File: src/mgmt_pkg.sv
// constants shared by the management-mode entry/resume control and its save-area port
// assumes a 32-bit byte-addressed path to management ram
package mgmt_pkg;

   // ********************************************************************
   // state-save field offsets, relative to the management ram base
   // ********************************************************************
   localparam logic [15:0] OFS_BASE_FIELD = 16'h7ef8;
   localparam logic [15:0] OFS_CAP_ID = 16'h7efc;
   localparam logic [15:0] OFS_IO_RESTART = 16'h7f00;
   localparam logic [15:0] OFS_HALT_RESTART = 16'h7f02;

   // ********************************************************************
   // field layouts and values
   // ********************************************************************
   localparam int HALT_FLAG_BIT = 0;
   // halt flag position inside the word read at the i/o restart offset
   localparam int HALT_WORD_BIT = (OFS_HALT_RESTART - OFS_IO_RESTART) * 8 + HALT_FLAG_BIT;
   localparam logic [7:0] IO_REEXEC = 8'hff;
   localparam logic [15:0] IO_NO_REEXEC = 16'h0000;
   localparam int CAP_IO_RESTART_BIT = 16;
   localparam int CAP_RELOC_BIT = 17;
   // base architecture version; value is arbitrary
   localparam logic [15:0] ARCH_VERSION = 16'h0001;
   localparam logic [15:0] CAP_EXT = 16'h0003;
   localparam int SEG_SHIFT = 4;

   // ********************************************************************
   // reset and entry values
   // ********************************************************************
   localparam logic [31:0] BASE_RESET = 32'h0003_0000;
   localparam logic [31:0] ENTRY_IP = 32'h0000_8000;

   typedef enum {
      ST_RUN, ST_HALTED, ST_HALT_FETCH, ST_HALT_BUS, ST_WR_ID, ST_WR_FLAGS,
      ST_MGMT, ST_MGMT_HALT, ST_RD_BASE, ST_RD_FLAGS
   } ctl_state_type;

endpackage

File: src/save_if.sv
// request/answer path from the control fsm to the save-area port
// assumes both ends sit on mclk_in
interface save_if;
   logic req;
   logic we;
   logic [15:0] offset;
   logic [31:0] wdata;
   logic [31:0] base;
   logic [31:0] rdata;
   logic done;
   modport ctrl (output req, output we, output offset, output wdata, output base,
                 input rdata, input done);
   modport port (input req, input we, input offset, input wdata, input base,
                 output rdata, output done);
endinterface

File: src/save_area_port.sv
// one-word-at-a-time access to the state-save area in management ram
// assumes the memory answers each request with a one-cycle mem_ack_in
module save_area_port
   import mgmt_pkg::*;
(
   input wire logic mclk_in,
   input wire logic resetn_in,
   save_if.port sv,
   output logic mem_req_out,
   output logic mem_we_out,
   output logic [31:0] mem_addr_out,
   output logic [31:0] mem_wdata_out,
   input wire logic [31:0] mem_rdata_in,
   input wire logic mem_ack_in
);

   logic next_req, next_we, next_done;
   logic [31:0] next_addr, next_wdata, next_rdata;

   // issue when idle; done blocks a second issue in the cycle the fsm moves on
   always_comb begin
      next_req = mem_req_out;
      next_we = mem_we_out;
      next_addr = mem_addr_out;
      next_wdata = mem_wdata_out;
      next_rdata = sv.rdata;
      next_done = 1'b0;
      if (!mem_req_out && sv.req && !sv.done) begin
         next_req = 1'b1;
         next_we = sv.we;
         next_addr = sv.base + {16'h0000, sv.offset};
         next_wdata = sv.wdata;
      end else if (mem_req_out && mem_ack_in) begin
         next_req = 1'b0;
         next_done = 1'b1;
         next_rdata = mem_rdata_in;
      end
   end

   always_ff @(posedge mclk_in or negedge resetn_in) begin
      if (!resetn_in) begin
         mem_req_out <= 1'b0;
         mem_we_out <= 1'b0;
         mem_addr_out <= 32'h0000_0000;
         mem_wdata_out <= 32'h0000_0000;
         sv.rdata <= 32'h0000_0000;
         sv.done <= 1'b0;
      end else begin
         mem_req_out <= next_req;
         mem_we_out <= next_we;
         mem_addr_out <= next_addr;
         mem_wdata_out <= next_wdata;
         sv.rdata <= next_rdata;
         sv.done <= next_done;
      end
   end

endmodule

File: src/mgmt_resume_control.sv
// management-mode entry and resume control: save-area fields, base register, return point
// assumes the core reports halts, trapped i/o and the resume instruction as one-cycle pulses,
// and that all pins are synchronous to mclk_in

module mgmt_resume_control
   import mgmt_pkg::*;
(
   input wire logic mclk_in,
   input wire logic resetn_in,
   input wire logic soft_init_in,
   input wire logic management_interrupt_pin_n_in,
   input wire logic lic_msg_valid_in,
   input wire logic lic_msg_mgmt_in,
   input wire logic halt_exec_in,
   input wire logic io_trap_in,
   input wire logic [31:0] instr_ip_in,
   input wire logic [31:0] next_ip_in,
   input wire logic resume_in,
   input wire logic intr_in,
   input wire logic halt_cached_in,
   input wire logic seg_load_in,
   input wire logic [15:0] seg_sel_in,
   output logic management_mode_out,
   output logic halted_out,
   output logic ip_load_out,
   output logic [31:0] ip_value_out,
   output logic [31:0] cs_base_out,
   output logic io_reexec_out,
   output logic halt_fetch_out,
   output logic halt_bus_out,
   output logic [31:0] seg_base_out,
   output logic [31:0] mgmt_ram_base_out,
   output logic mem_req_out,
   output logic mem_we_out,
   output logic [31:0] mem_addr_out,
   output logic [31:0] mem_wdata_out,
   input wire logic [31:0] mem_rdata_in,
   input wire logic mem_ack_in
);

   // ********************************************************************
   // helpers
   // ********************************************************************

   // real-mode style base: no more than 20 address bits reachable
   function automatic logic [31:0] seg_base(input logic [15:0] sel);
      seg_base = {12'h000, sel, 4'h0};
   endfunction

   // capability word written on each entry
   function automatic logic [31:0] cap_word();
      logic [31:0] w;
      w = {CAP_EXT, ARCH_VERSION};
      w[CAP_IO_RESTART_BIT] = 1'b1;
      w[CAP_RELOC_BIT] = 1'b1;
      cap_word = w;
   endfunction

   save_if sv ();

   save_area_port u_port (
      .mclk_in(mclk_in),
      .resetn_in(resetn_in),
      .sv(sv),
      .mem_req_out(mem_req_out),
      .mem_we_out(mem_we_out),
      .mem_addr_out(mem_addr_out),
      .mem_wdata_out(mem_wdata_out),
      .mem_rdata_in(mem_rdata_in),
      .mem_ack_in(mem_ack_in)
   );

   // ********************************************************************
   // management interrupt intake
   // ********************************************************************

   logic pin_prev, next_pin_prev;
   logic pending, next_pending;
   logic take;
   logic raise;

   // the pin is a level; only its falling edge raises a request, so a held
   // pin does not re-enter straight after resume
   assign raise = (pin_prev && !management_interrupt_pin_n_in)
                  || (lic_msg_valid_in && lic_msg_mgmt_in);

   // a request that lands with the take still wins
   always_comb begin
      next_pin_prev = management_interrupt_pin_n_in;
      next_pending = raise | (pending & ~take);
   end

   always_ff @(posedge mclk_in or negedge resetn_in) begin
      if (!resetn_in) begin
         pin_prev <= 1'b1;
         pending <= 1'b0;
      end else begin
         pin_prev <= next_pin_prev;
         pending <= next_pending;
      end
   end

   // ********************************************************************
   // control state machine
   // ********************************************************************

   ctl_state_type state, next_state;
   logic [31:0] base, next_base;
   logic [31:0] base_read, next_base_read;
   logic [31:0] trap_ip, next_trap_ip;
   logic [31:0] ret_ip, next_ret_ip;
   logic entry_halted, next_entry_halted;
   logic next_mode, next_halted, next_ip_load, next_io_reexec;
   logic next_halt_fetch, next_halt_bus;
   logic [31:0] next_ip_value, next_cs_base;
   logic entry_ok;
   logic io_hit, halt_hit;

   // entry is only taken between instructions or from a halt outside the mode
   assign entry_ok = pending && (state == ST_RUN || state == ST_HALTED);
   assign take = entry_ok;

   // save-area request drive
   always_comb begin
      sv.req = 1'b0;
      sv.we = 1'b0;
      sv.offset = OFS_CAP_ID;
      sv.wdata = 32'h0000_0000;
      sv.base = base;
      case (state)
         ST_WR_ID: begin
            sv.req = 1'b1;
            sv.we = 1'b1;
            sv.offset = OFS_CAP_ID;
            sv.wdata = cap_word();
         end
         ST_WR_FLAGS: begin
            sv.req = 1'b1;
            sv.we = 1'b1;
            sv.offset = OFS_IO_RESTART;
            sv.wdata = {16'h0000, IO_NO_REEXEC};
            sv.wdata[HALT_WORD_BIT] = entry_halted;
         end
         ST_RD_BASE: begin
            sv.req = 1'b1;
            sv.offset = OFS_BASE_FIELD;
         end
         ST_RD_FLAGS: begin
            sv.req = 1'b1;
            sv.offset = OFS_IO_RESTART;
         end
         default: begin
            sv.req = 1'b0;
         end
      endcase
   end

   // resume decode on the flags word just read
   assign io_hit = (sv.rdata[7:0] == IO_REEXEC);
   // a flag set by the handler after a non-halted entry is ignored
   assign halt_hit = entry_halted && sv.rdata[HALT_WORD_BIT];

   // next-state and next-output computation
   always_comb begin
      next_state = state;
      next_base = base;
      next_base_read = base_read;
      next_trap_ip = trap_ip;
      next_ret_ip = ret_ip;
      next_entry_halted = entry_halted;
      next_mode = management_mode_out;
      next_halted = halted_out;
      next_ip_load = 1'b0;
      next_ip_value = ip_value_out;
      next_cs_base = cs_base_out;
      next_io_reexec = 1'b0;
      next_halt_fetch = 1'b0;
      next_halt_bus = 1'b0;
      case (state)
         ST_RUN: begin
            if (entry_ok) begin
               // trapped i/o keeps its own address for a possible re-execute
               next_trap_ip = instr_ip_in;
               next_ret_ip = io_trap_in ? next_ip_in : instr_ip_in;
               next_entry_halted = 1'b0;
               next_mode = 1'b1;
               next_state = ST_WR_ID;
            end else if (halt_exec_in) begin
               next_trap_ip = instr_ip_in;
               next_ret_ip = next_ip_in;
               next_halted = 1'b1;
               next_halt_bus = 1'b1;
               next_state = ST_HALTED;
            end else if (soft_init_in) begin
               next_state = ST_RUN;
            end
         end
         ST_HALTED: begin
            if (entry_ok) begin
               next_entry_halted = 1'b1;
               next_halted = 1'b0;
               next_mode = 1'b1;
               next_state = ST_WR_ID;
            end else if (intr_in || soft_init_in) begin
               // base stays as it is across a soft init
               next_halted = 1'b0;
               next_state = ST_RUN;
            end
         end
         ST_WR_ID: begin
            if (sv.done) begin
               next_state = ST_WR_FLAGS;
            end
         end
         ST_WR_FLAGS: begin
            if (sv.done) begin
               // handler starts at the fixed offset inside the current base
               next_ip_load = 1'b1;
               next_ip_value = ENTRY_IP;
               next_cs_base = base;
               next_state = ST_MGMT;
            end
         end
         ST_MGMT: begin
            // further management interrupts stay pending: no re-entry
            if (resume_in) begin
               next_state = ST_RD_BASE;
            end else if (halt_exec_in) begin
               next_halted = 1'b1;
               next_halt_bus = 1'b1;
               next_state = ST_MGMT_HALT;
            end else if (seg_load_in) begin
               next_cs_base = cs_base_out;
            end
         end
         ST_MGMT_HALT: begin
            // soft init and management interrupts cannot wake this halt
            if (intr_in) begin
               next_halted = 1'b0;
               next_state = ST_MGMT;
            end
         end
         ST_RD_BASE: begin
            if (sv.done) begin
               // held aside so the flags read still uses the old base
               next_base_read = sv.rdata;
               next_state = ST_RD_FLAGS;
            end
         end
         ST_RD_FLAGS: begin
            if (sv.done) begin
               next_base = base_read;
               next_mode = 1'b0;
               next_ip_load = 1'b1;
               if (io_hit) begin
                  next_ip_value = trap_ip;
                  next_io_reexec = 1'b1;
                  next_state = ST_RUN;
               end else if (halt_hit) begin
                  next_ip_value = trap_ip;
                  next_state = ST_HALT_FETCH;
               end else begin
                  next_ip_value = ret_ip;
                  next_state = ST_RUN;
               end
            end
         end
         ST_HALT_FETCH: begin
            // the halt opcode is read again unless the cache still holds it
            next_halt_fetch = !halt_cached_in;
            next_state = ST_HALT_BUS;
         end
         ST_HALT_BUS: begin
            // one more halt transaction for the same instruction
            next_halt_bus = 1'b1;
            next_halted = 1'b1;
            next_state = ST_HALTED;
         end
         default: begin
            next_state = ST_RUN;
         end
      endcase
   end

   // base only takes its reset value from the hardware reset
   always_ff @(posedge mclk_in or negedge resetn_in) begin
      if (!resetn_in) begin
         state <= ST_RUN;
         base <= BASE_RESET;
         base_read <= BASE_RESET;
         trap_ip <= 32'h0000_0000;
         ret_ip <= 32'h0000_0000;
         entry_halted <= 1'b0;
         management_mode_out <= 1'b0;
         halted_out <= 1'b0;
         ip_load_out <= 1'b0;
         ip_value_out <= 32'h0000_0000;
         cs_base_out <= 32'h0000_0000;
         io_reexec_out <= 1'b0;
         halt_fetch_out <= 1'b0;
         halt_bus_out <= 1'b0;
         mgmt_ram_base_out <= BASE_RESET;
      end else begin
         state <= next_state;
         base <= next_base;
         base_read <= next_base_read;
         trap_ip <= next_trap_ip;
         ret_ip <= next_ret_ip;
         entry_halted <= next_entry_halted;
         management_mode_out <= next_mode;
         halted_out <= next_halted;
         ip_load_out <= next_ip_load;
         ip_value_out <= next_ip_value;
         cs_base_out <= next_cs_base;
         io_reexec_out <= next_io_reexec;
         halt_fetch_out <= next_halt_fetch;
         halt_bus_out <= next_halt_bus;
         mgmt_ram_base_out <= next_base;
      end
   end

   // ********************************************************************
   // segment base formation in management mode
   // ********************************************************************

   logic [31:0] next_seg_base;

   // selector loads outside the mode belong to other logic
   always_comb begin
      next_seg_base = seg_base_out;
      if (seg_load_in && management_mode_out) begin
         next_seg_base = seg_base(seg_sel_in);
      end
   end

   always_ff @(posedge mclk_in or negedge resetn_in) begin
      if (!resetn_in) begin
         seg_base_out <= 32'h0000_0000;
      end else begin
         seg_base_out <= next_seg_base;
      end
   end

endmodule

File: config.mk
export PLATFORM = sky130hd
export DESIGN_NAME = mgmt_resume_control
export DESIGN_NICKNAME = d
export VERILOG_FILES = /design/src/mgmt_pkg.sv /design/src/save_if.sv /design/src/save_area_port.sv /design/src/mgmt_resume_control.sv
export SDC_FILE = /design/constraint.sdc
export NUM_CORES = 1
export LEC_CHECK = 0
export BUFFER_PORTS_ARGS = -buffer_cell sky130_fd_sc_hd__clkbuf_2
export CAP_MARGIN = 30
export CORE_ASPECT_RATIO = 1.25
export CORE_MARGIN = 5
export CORE_UTILIZATION = 30
export DETAILED_ROUTE_END_ITERATION = 10
export PLACE_DENSITY = 0.59
export SETUP_SLACK_MARGIN = 0.1
export SLEW_MARGIN = 30
export SYNTH_ARGS = -nofsm -noshare
export SYNTH_HDL_FRONTEND = slang
export SYNTH_HIERARCHICAL = 1
export SYNTH_SLANG_ARGS = --single-unit
File: constraint.sdc
create_clock -name mclk_in -period 2.85 [get_ports mclk_in]
set_clock_uncertainty 0.05 [all_clocks]
set_input_delay 0.285 -clock mclk_in [delete_from_list [all_inputs] [get_ports mclk_in]]
set_output_delay 0.285 -clock mclk_in [all_outputs]
set_load 0.01 [all_outputs]
# --- After elaboration in Yosys (flattened, before gate mapping) ---
# Cells that the tools add are included.
word_totals:
  inputBits: 125
  out_inout_bits: 200
  regBits: 348
classes:
  n_eq_ne: 24
  n_reduce_logical: 37
  n_bitwise: 4
  n_mux: 55
  add_sub_neg: 1
op_table:
  columns: ["cell", "n"]
  rows:
  - ["$mux 32", 21]
  - ["$pmux 32 s10", 1]
  - ["$eq 32x3->1 const B", 4]
  - ["$eq 32x2->1 const B", 3]
  - ["$eq 32x4->1 const B", 2]
  - ["$logic_not 32->1", 2]
  - ["$pmux 32 s2", 1]
  - ["$pmux 18 s2", 1]
  - ["$add 32x15->32", 1]
  - ["$eq 32x1->1 const B", 1]
  - ["$mux 1", 24]
  - ["$pmux 9 s2", 1]
  - ["$ne 2x1->1 const B", 5]
  - ["$ne 2x2->1 const B", 5]
  - ["$reduce_and 2->1", 5]
  - ["$reduce_bool 2->1", 5]
  - ["$reduce_and 3->1", 3]
  - ["$eq 8x8->1 const B", 1]
  - ["$logic_and 1x1->1", 8]
  - ["$reduce_and 8->1", 1]
  - ["$ne 3x3->1 const B", 2]
  - ["$reduce_or 2->1", 3]
  - ["$pmux 1 s5", 1]
  - ["$reduce_and 5->1", 1]
  - ["11 further kinds", 19]

# --- Depth between registers and ports, before layout ---
# Gate-level depths: netlist (run 1).
depth:
  word_depth: 7
  mapped_depth: 12
  ltp_nobuf: 11

# --- By module ---
# The synthesis (run 1) kept the hierarchy.
by_module_without_submodules:
  columns: ["mod", "area_per_inst_um2", "instances", "cells_each"]
  rows:
  - ["mgmt_resume_control", 9172.5, 1, 701]
  - ["save_area_port", 4764.6, 1, 480]

# --- Worst setup path after synthesis (run 1) ---
# Ideal clock, no wire load.
synth_timing:
  kind: "reg-to-reg"
  start: "register state[2]"
  end: "register u_port.mem_addr_out[24]"
  required_ns: 2.718
  period_less_slack_ns: 2.827
  setup_slack_ns: 0.023
  n_path_buf: 1
  path_stages_with_launch: 11
  setup_time_ns: 0.082
  arrival_time_ns: 2.695
  path_cell_list: "dfrtp_1 buf_6 nor2b_1 o21a_1 inv_1 ha_1 o21ai_2 a2111oi_4 a21oi_2 or4_1 a31oi_1"
synth_between:
  word_cells_on_any_way: 11
  cone_classes: "add/sub: 1; eq/ne: 4; mux: 2; reduce/logical: 4"
synth_rtl:
  columns: ["element", "line_no", "source"]
  rows:
  - ["start, declared", "mgmt_resume_control.sv:107", "ctl_state_type state, next_state;"]
  - ["start signal, assigned", "mgmt_resume_control.sv:304", "state <= next_state;"]
  - ["$eq 32x4->1 / $eq 32x3->1 (equally long branches)", "mgmt_resume_control.sv:130", "case (state)"]
  - ["$reduce_or 2->1 (no line)", null, null]
  - ["$pmux 9 s2 (*)", "mgmt_resume_control.sv:130", null]
  - ["net sv.offset[8]", "save_if.sv:6", "logic [15:0] offset;"]
  - ["$add 32x15->32 (*)", "save_area_port.sv:31", "next_addr = sv.base + {16'h0000, sv.offset};"]
  - ["end signal, assigned", "save_area_port.sv:51", "mem_addr_out <= next_addr;"]
  - ["end, declared", "save_area_port.sv:11", "output logic [31:0] mem_addr_out,"]
# Mark *: on every way through the listed nets, which the timed path passes. The rest lies on a longest branch.
# A chain may end at the register's enable or synchronous reset.

# --- Worst setup path after layout (run 1) ---
layout_timing:
  start: "register state[3]"
  end: "register u_port.mem_addr_out[31]"
# Same word-level chain as after synthesis.

==> impl_metrics.yaml, run 1 <==
status:
  outcome: "complete, but fails checks"
  violations: "setup timing"
critical_path:
  max_stage_delay_ps: 430
  crit-reg2reg-launch: "state[3]"
  criticalPathCategory: "register to register"
  worstPathCellList: "nor2b_4 > o21a_1 > clkinvlp_4 > buf_4 > ha_4 > a21oi_2 > o22ai_2 > a211o_1 > a31oi_2 > buf_6 > nor4b_4 > xnor2_1 > o21ai_0"
  arrival_ps: 3230
  r2r_cells: 13
  r2r-end: "u_port/mem_addr_out[31]"
  critPathLaunchType: "register"
  ff2ff_setup_slack_ps: -60
  required_ps: 3180
  critPathCaptureType: "register"
  slowest_stage: "dfrtp_1"
  worst-path-max-fanout: 8
global_route:
  grt_start_max_net_pins: 75
  grt_usage_pct: 15.4
  grt_pass1_wl_mm: 62.7
  grt_pass1_vias: 11200
  gr-total-overflow: 0
  antenna_found_initial: 11
final_layout:
  final_util_pct: 41.6
  area_growth_pct: 37.4
  fin_area_mm2: 0.0192
  drive_gt1_share_pct: 37.0
  nets: 1812
  fillers: 4379
sta:
  rsz0062_at_grt: "yes"
  clock.fmax_mhz: 344
  tightest_slew_ps: 655
  hold_viol: 0
  post-route-min-period_ps: 2910
  setup_ws_ps: -56.8
  fin_crit_sh_pct: 102
  slew_violations: 0
  whs_ps: 41.9
  setup_violations: 5
  relSlewSlack_pct: 56.2
route:
  first_iter_violations: 406
  drc: 0
  wl_per_cell_um: 17.3
  drtAntennaViolNets: 0
  via_per_inst: 4.65
  vias: 10600
  totalWireLength_mm: 39.5
  first_pass_iters: 5
cts:
  cts_tree: "yes"
  clk-insertion-delay-late_ps: 530
  clk_pin_slew_ps: 60
  cts.sinks: 320
  htreeDepth: 2
  cts.path.max_buffers: 3
  cts_buffers: 36
  cts-root-buf: "clkbuf_16"
die:
  io_pins: 325
  core_area_mm2: 0.0460
  die_y_um: 251
  start_util_pct: 30.3
  row_count: 88
  die_w_um: 203
  die_area_mm2: 0.0509
yosys:
  synth_cell_types: 63
  syn_area_mm2: 0.0139
  yosysMostFrequentCell: "dfrtp_1"
  syn_area_per_cell_um2: 11.8
  yosysTopAreaCellShare_pct: 56.6
  ys_async_sr_fraction_pct: 100
  syn_inst: 1181
  ys_top_cells_by_count: "dfrtp_1 (315), nand2_1 (188), mux2_2 (171)"
  synthFlopType: "dfrtp_1"
  synth_area_leaders: "dfrtp_1 (57%), mux2_2 (14%), nand2_1 (5.1%)"
  yosys_warnings: 6
  netlist.top_cell.by_area: "dfrtp_1"
  yosysSeqAreaShare_pct: 57.5
  synth_enable_flop_cells: 0
  synth_seq_cells: 320
worst_hold_path:
  holdPathStages: 4
  holdPathEnd: "state[0]"
  min_path_type: "input port to register"
  hold_start: "intr_in"
placement:
  io_buffers: 308
  gp_congestion: 0.816
  dp.final_hpwl_mm: 27.2
  placed_cell_area_mm2: 0.0165
  pre_cts_ws_ps: -55.8
power_and_ir_drop:
  irDropWorstVdd_v: 0.000581
  p_leak_nw: 9.18
  power_density_mw_per_mm2: 971
flow_run:
  max_cap_violations: 0
## worst max path at each step
| stage | start | endpoint |
|---|---|---|
| 2_1_floorplan | state[2] | u_port/mem_addr_out[24] |
| 3_3_place_gp | state[3] | u_port/mem_addr_out[20] |
| 3_5_place_dp | state[3] | u_port/mem_addr_out[20] |
| 4_1_cts | state[2] | u_port/mem_addr_out[27] |
| 5_1_grt | state[3] | u_port/mem_addr_out[22] |
| 6_report | state[3] | u_port/mem_addr_out[31] |
## repair_timing
action	4_1_cts	5_1_grt
gates cloned	1	0
endpoints found under the setup margin	12	23
pin swaps	17	10
setup buffers	6	7
hold buffers	116	0
gates resized for setup	23	19
endpoints found under the hold margin	181	0
## metal layers
| metal | wire length [um] | global-route usage (%) | vias up |
|---|---|---|---|
| li1 | - | - | 5007 |
| met1 | 15900 | 18.7 | 5196 |
| met5 | 81 | 0 | - |
| met4 | 1180 | 4.89 | 14 |
| met2 | 19300 | 26.1 | 325 |
| met3 | 2960 | 4.73 | 86 |
## sequential cells by signal, summed over array words and instances (netlist names), 4 cells and up
register,cells
u_port/mem_wdata_out,32
base_read,32
state,4
u_port/mem_addr_out,32
base,32
seg_base_out,16
ret_ip,32
cs_base_out,32
u_port/sv.rdata,32
trap_ip,32
ip_value_out,32
## cell usage in the layout (no fill, tap or decap), drive strengths merged, types with 7 or more instances in the layout
cell type / netlist / routed
dfrtp: 315 / 315
xor2: 8 / 8
a21oi: 55 / 56
nand3: 9 / 9
xnor2: 19 / 19
nor3: 7 / 7
ha: 16 / 16
conb: 2 / 55
a31oi: 7 / 7
mux2i: 63 / 63
a21o: 7 / 7
nor2b: 9 / 9
nand2: 188 / 188
mux2: 179 / 179
dlygate4sd3: 0 / 116
buf: 47 / 48
clkbuf: 27 / 361
inv: 17 / 17
o21ai: 73 / 73
nor2: 59 / 59
## kinds of logic after synthesis
group	after synthesis	synth area share [%]
AO/OA/AOI/OAI	175	7.43
XOR/XNOR	27	1.70
adder cells (fa/ha/maj)	17	1.58
buffers and inverters	91	3.20
flip-flops	320	57.5
multiplexers	242	19.0
other	2	0.0539
AND/OR/NAND/NOR	307	9.54
## metrics by stage
stage / TNS (ps) / cells / total power [mW]
5_1_grt: -1910 / 2282 / 19.9
2_1_floorplan: 0 / 1234 / 11.2
4_1_cts: 0 / 2273 / 18.7
3_5_place_dp: -87.1 / 2087 / 13.7
6_report: -157 / 2284 / 18.6
3_3_place_gp: 0 / 2087 / 13.4
## layout make-up
cell class	count	area, um2	share of cell area (%)
Sequential cell	320	8020	41.8
Multi-Input combinational cell	824	5950	31.1
Timing Repair Buffer	471	3240	16.9
Clock buffer	54	1040	5.43
Tap cell	585	732	3.82
Clock inverter	9	104	0.542
Inverter	17	67.6	0.353
Antenna cell	4	10.0	0.0523
## power by group
| group | internal, mW | switching [mW] | leakage (nW) |
|---|---|---|---|
| combinational | 3.10 | 3.55 | 4.60 |
| clock | 2.70 | 1.86 | 0.555 |
| sequential | 6.31 | 1.06 | 4.03 |
| total | 12.1 | 6.47 | 9.18 |
## critical path: cells and delay by family (launching register included)
family	cells	cell delay, ps
AOI/OAI and AO/OA	6	890
xor gates and xnor gates	1	140
adders and majority gates	1	300
buffers and inverters	3	540
DFF	1	430
and+or+nand+nor	2	400
Power figures use the tool's default switching activity.
==> inputs of run 2 (changes only) <==
--- a/config.mk
+++ b/config.mk
@@ -11,7 +11,7 @@
 export CORE_MARGIN = 5
 export CORE_UTILIZATION = 30
 export DETAILED_ROUTE_END_ITERATION = 10
-export PLACE_DENSITY = 0.59
+export PLACE_DENSITY = 0.48
 export SETUP_SLACK_MARGIN = 0.1
 export SLEW_MARGIN = 30
 export SYNTH_ARGS = -nofsm -noshare
==> impl_metrics.yaml, run 2 (synthesis gave the netlist of run 1 again) <==
sta:
  clock.fmax_mhz: 382
  setup_ws_ps: 232
  fin_crit_sh_pct: 91.9
  setup_violations: 0
  finalSetupTns_ps: 0
  hold_viol: 0
  relSlewSlack_pct: 55.7
  rsz0062_at_grt: "yes"
  post-route-min-period_ps: 2620
  slew_violations: 0
  tightest_slew_ps: 664
critical_path:
  r2r-end: "u_port/mem_addr_out[31]"
  worst-path-max-fanout: 7
  criticalPathCategory: "register to register"
  critPathLaunchType: "register"
  r2r_cells: 11
  arrival_ps: 2990
  required_ps: 3230
  critPathCaptureType: "register"
  ff2ff_setup_slack_ps: 230
  crit-reg2reg-launch: "state[2]"
global_route:
  grt_start_max_net_pins: 97
  grt_pass1_vias: 11000
  grt_usage_pct: 15.4
  grt_use_met1_pct: 19.1
  grt_pass1_wl_mm: 62.6
  grt_use_met3_pct: 4.41
  gr-total-overflow: 0
  antenna_found_initial: 2
  gr-max-usage-layer: "met2"
  use_met2_pct: 26.3
final_layout:
  nets: 1812
  area_growth_pct: 36.6
  fillers: 4452
  layout_commonest_cell: "dfrtp_1"
  drive_gt1_share_pct: 36.8
  final_util_pct: 41.4
  final_cell_mix: "dfrtp_1 (314), clkbuf_2 (307), nand2_1 (186)"
  diodes: 0
die:
  die_y_um: 251
  die_area_mm2: 0.0509
  core_area_mm2: 0.0460
  start_util_pct: 30.3
  die_w_um: 203
  row_count: 88
  io_pins: 325
cts:
  cts-root-buf: "clkbuf_16"
  clk-insertion-delay-late_ps: 540
  cts_tree: "yes"
  clk_pin_slew_ps: 60
  cts.path.max_buffers: 3
  htreeDepth: 2
  cts.sinks: 320
  cts_buffers: 37
placement:
  pre_cts_ws_ps: 5.08
  dp.final_hpwl_mm: 27.1
  gp_congestion: 0.761
  io_buffers: 308
status:
  outcome: "complete, no violations"
power_and_ir_drop:
  power_density_mw_per_mm2: 970
  irDropWorstVdd_v: 0.000423
  p_leak_nw: 9.16
route:
  first_pass_iters: 4
  totalWireLength_mm: 39.6
  drtAntennaViolNets: 0
  wl_per_cell_um: 17.4
  first_iter_violations: 317
  drc: 0
  via_per_inst: 4.57
  vias: 10400
worst_hold_path:
  hold_start: "resume_in"
  holdPathEnd: "state[3]"
  holdPathStages: 3
  min_path_type: "input port to register"
flow_run:
  max_cap_violations: 0
-- run 2: changes by cell type in the layout (fill, tap and decap cells not counted), moves of 3 or more --
| cell | before | now |
|---|---|---|
| diode_2 | 4 | 0 |
| buf_12 | 13 | 10 |
| clkbuf_1 | 12 | 9 |
| clkinv_2 | 4 | 7 |
| dlygate4sd3_1 | 116 | 119 |
-- run 2: how the worst max path moves through the flow --
| stage | startpoint | endpoint | cells past startpoint |
|---|---|---|---|
| floorplan | state[2] | u_port/mem_addr_out[24] | 10 |
| global placement | state[3] | u_port/mem_addr_out[20] | 11 |
| detailed placement | state[2] | u_port/mem_addr_out[31] | 13 |
| CTS | state[2] | u_port/mem_addr_out[29] | 13 |
| global route | state[3] | u_port/mem_addr_out[12] | 10 |
| finish | state[2] | u_port/mem_addr_out[31] | 11 |
-- run 2: through the flow --
step | cells | power, mW | hold slack, ps | instance area (um2)
global placement | 2093 | 13.5 | 220 | 16500
detailed placement | 2093 | 13.7 | 220 | 16500
floorplan | 1234 | 11.2 | -60.6 | 14200
global route | 2280 | 19.8 | 49.0 | 19000
CTS | 2277 | 18.7 | 4.65 | 18900
finish | 2280 | 18.5 | 44.1 | 19000
-- run 2: what timing repair did --
action	in CTS	in global routing
endpoints found under the hold margin	171	0
setup buffers	1	3
gates resized for setup	3	30
hold buffers	119	0
setup endpoints to repair	16	20
pin swaps	2	8
-- run 2: cell type report --
| type | count | area (um2) | area share, % |
|---|---|---|---|
| Clock inverter | 12 | 97.6 | 0.513 |
| Timing Repair Buffer | 471 | 3200 | 16.8 |
| Multi-Input combinational cell | 823 | 5860 | 30.8 |
| Tap cell | 585 | 732 | 3.84 |
| Inverter | 17 | 68.8 | 0.361 |
| Sequential cell | 320 | 8020 | 42.1 |
| Clock buffer | 52 | 1060 | 5.59 |
-- run 2: worst max-delay path: stages (launching register included) --
cell and delay (ps):
dfrtp_2 440, nor2b_4 140, o21a_4 230, ha_1 400
nand2_1 180, a21oi_1 160, a211o_1 170, a31oi_2 100
buf_6 150, nor4b_4 250, xnor2_1 130, o21ai_0 80
-- run 2: per-layer routing --
metal,wire length (um),vias to the layer above
met5,29,-
met4,860,4
met3,2570,53
met2,19300,265
met1,16900,5102
li1,-,4988
-- run 2: report_power, final --
group          internal (mW)  total (mW)  switching, mW
clock                   2.70        4.63           1.93
sequential              6.31        7.36           1.05
combinational           3.04        6.48           3.44
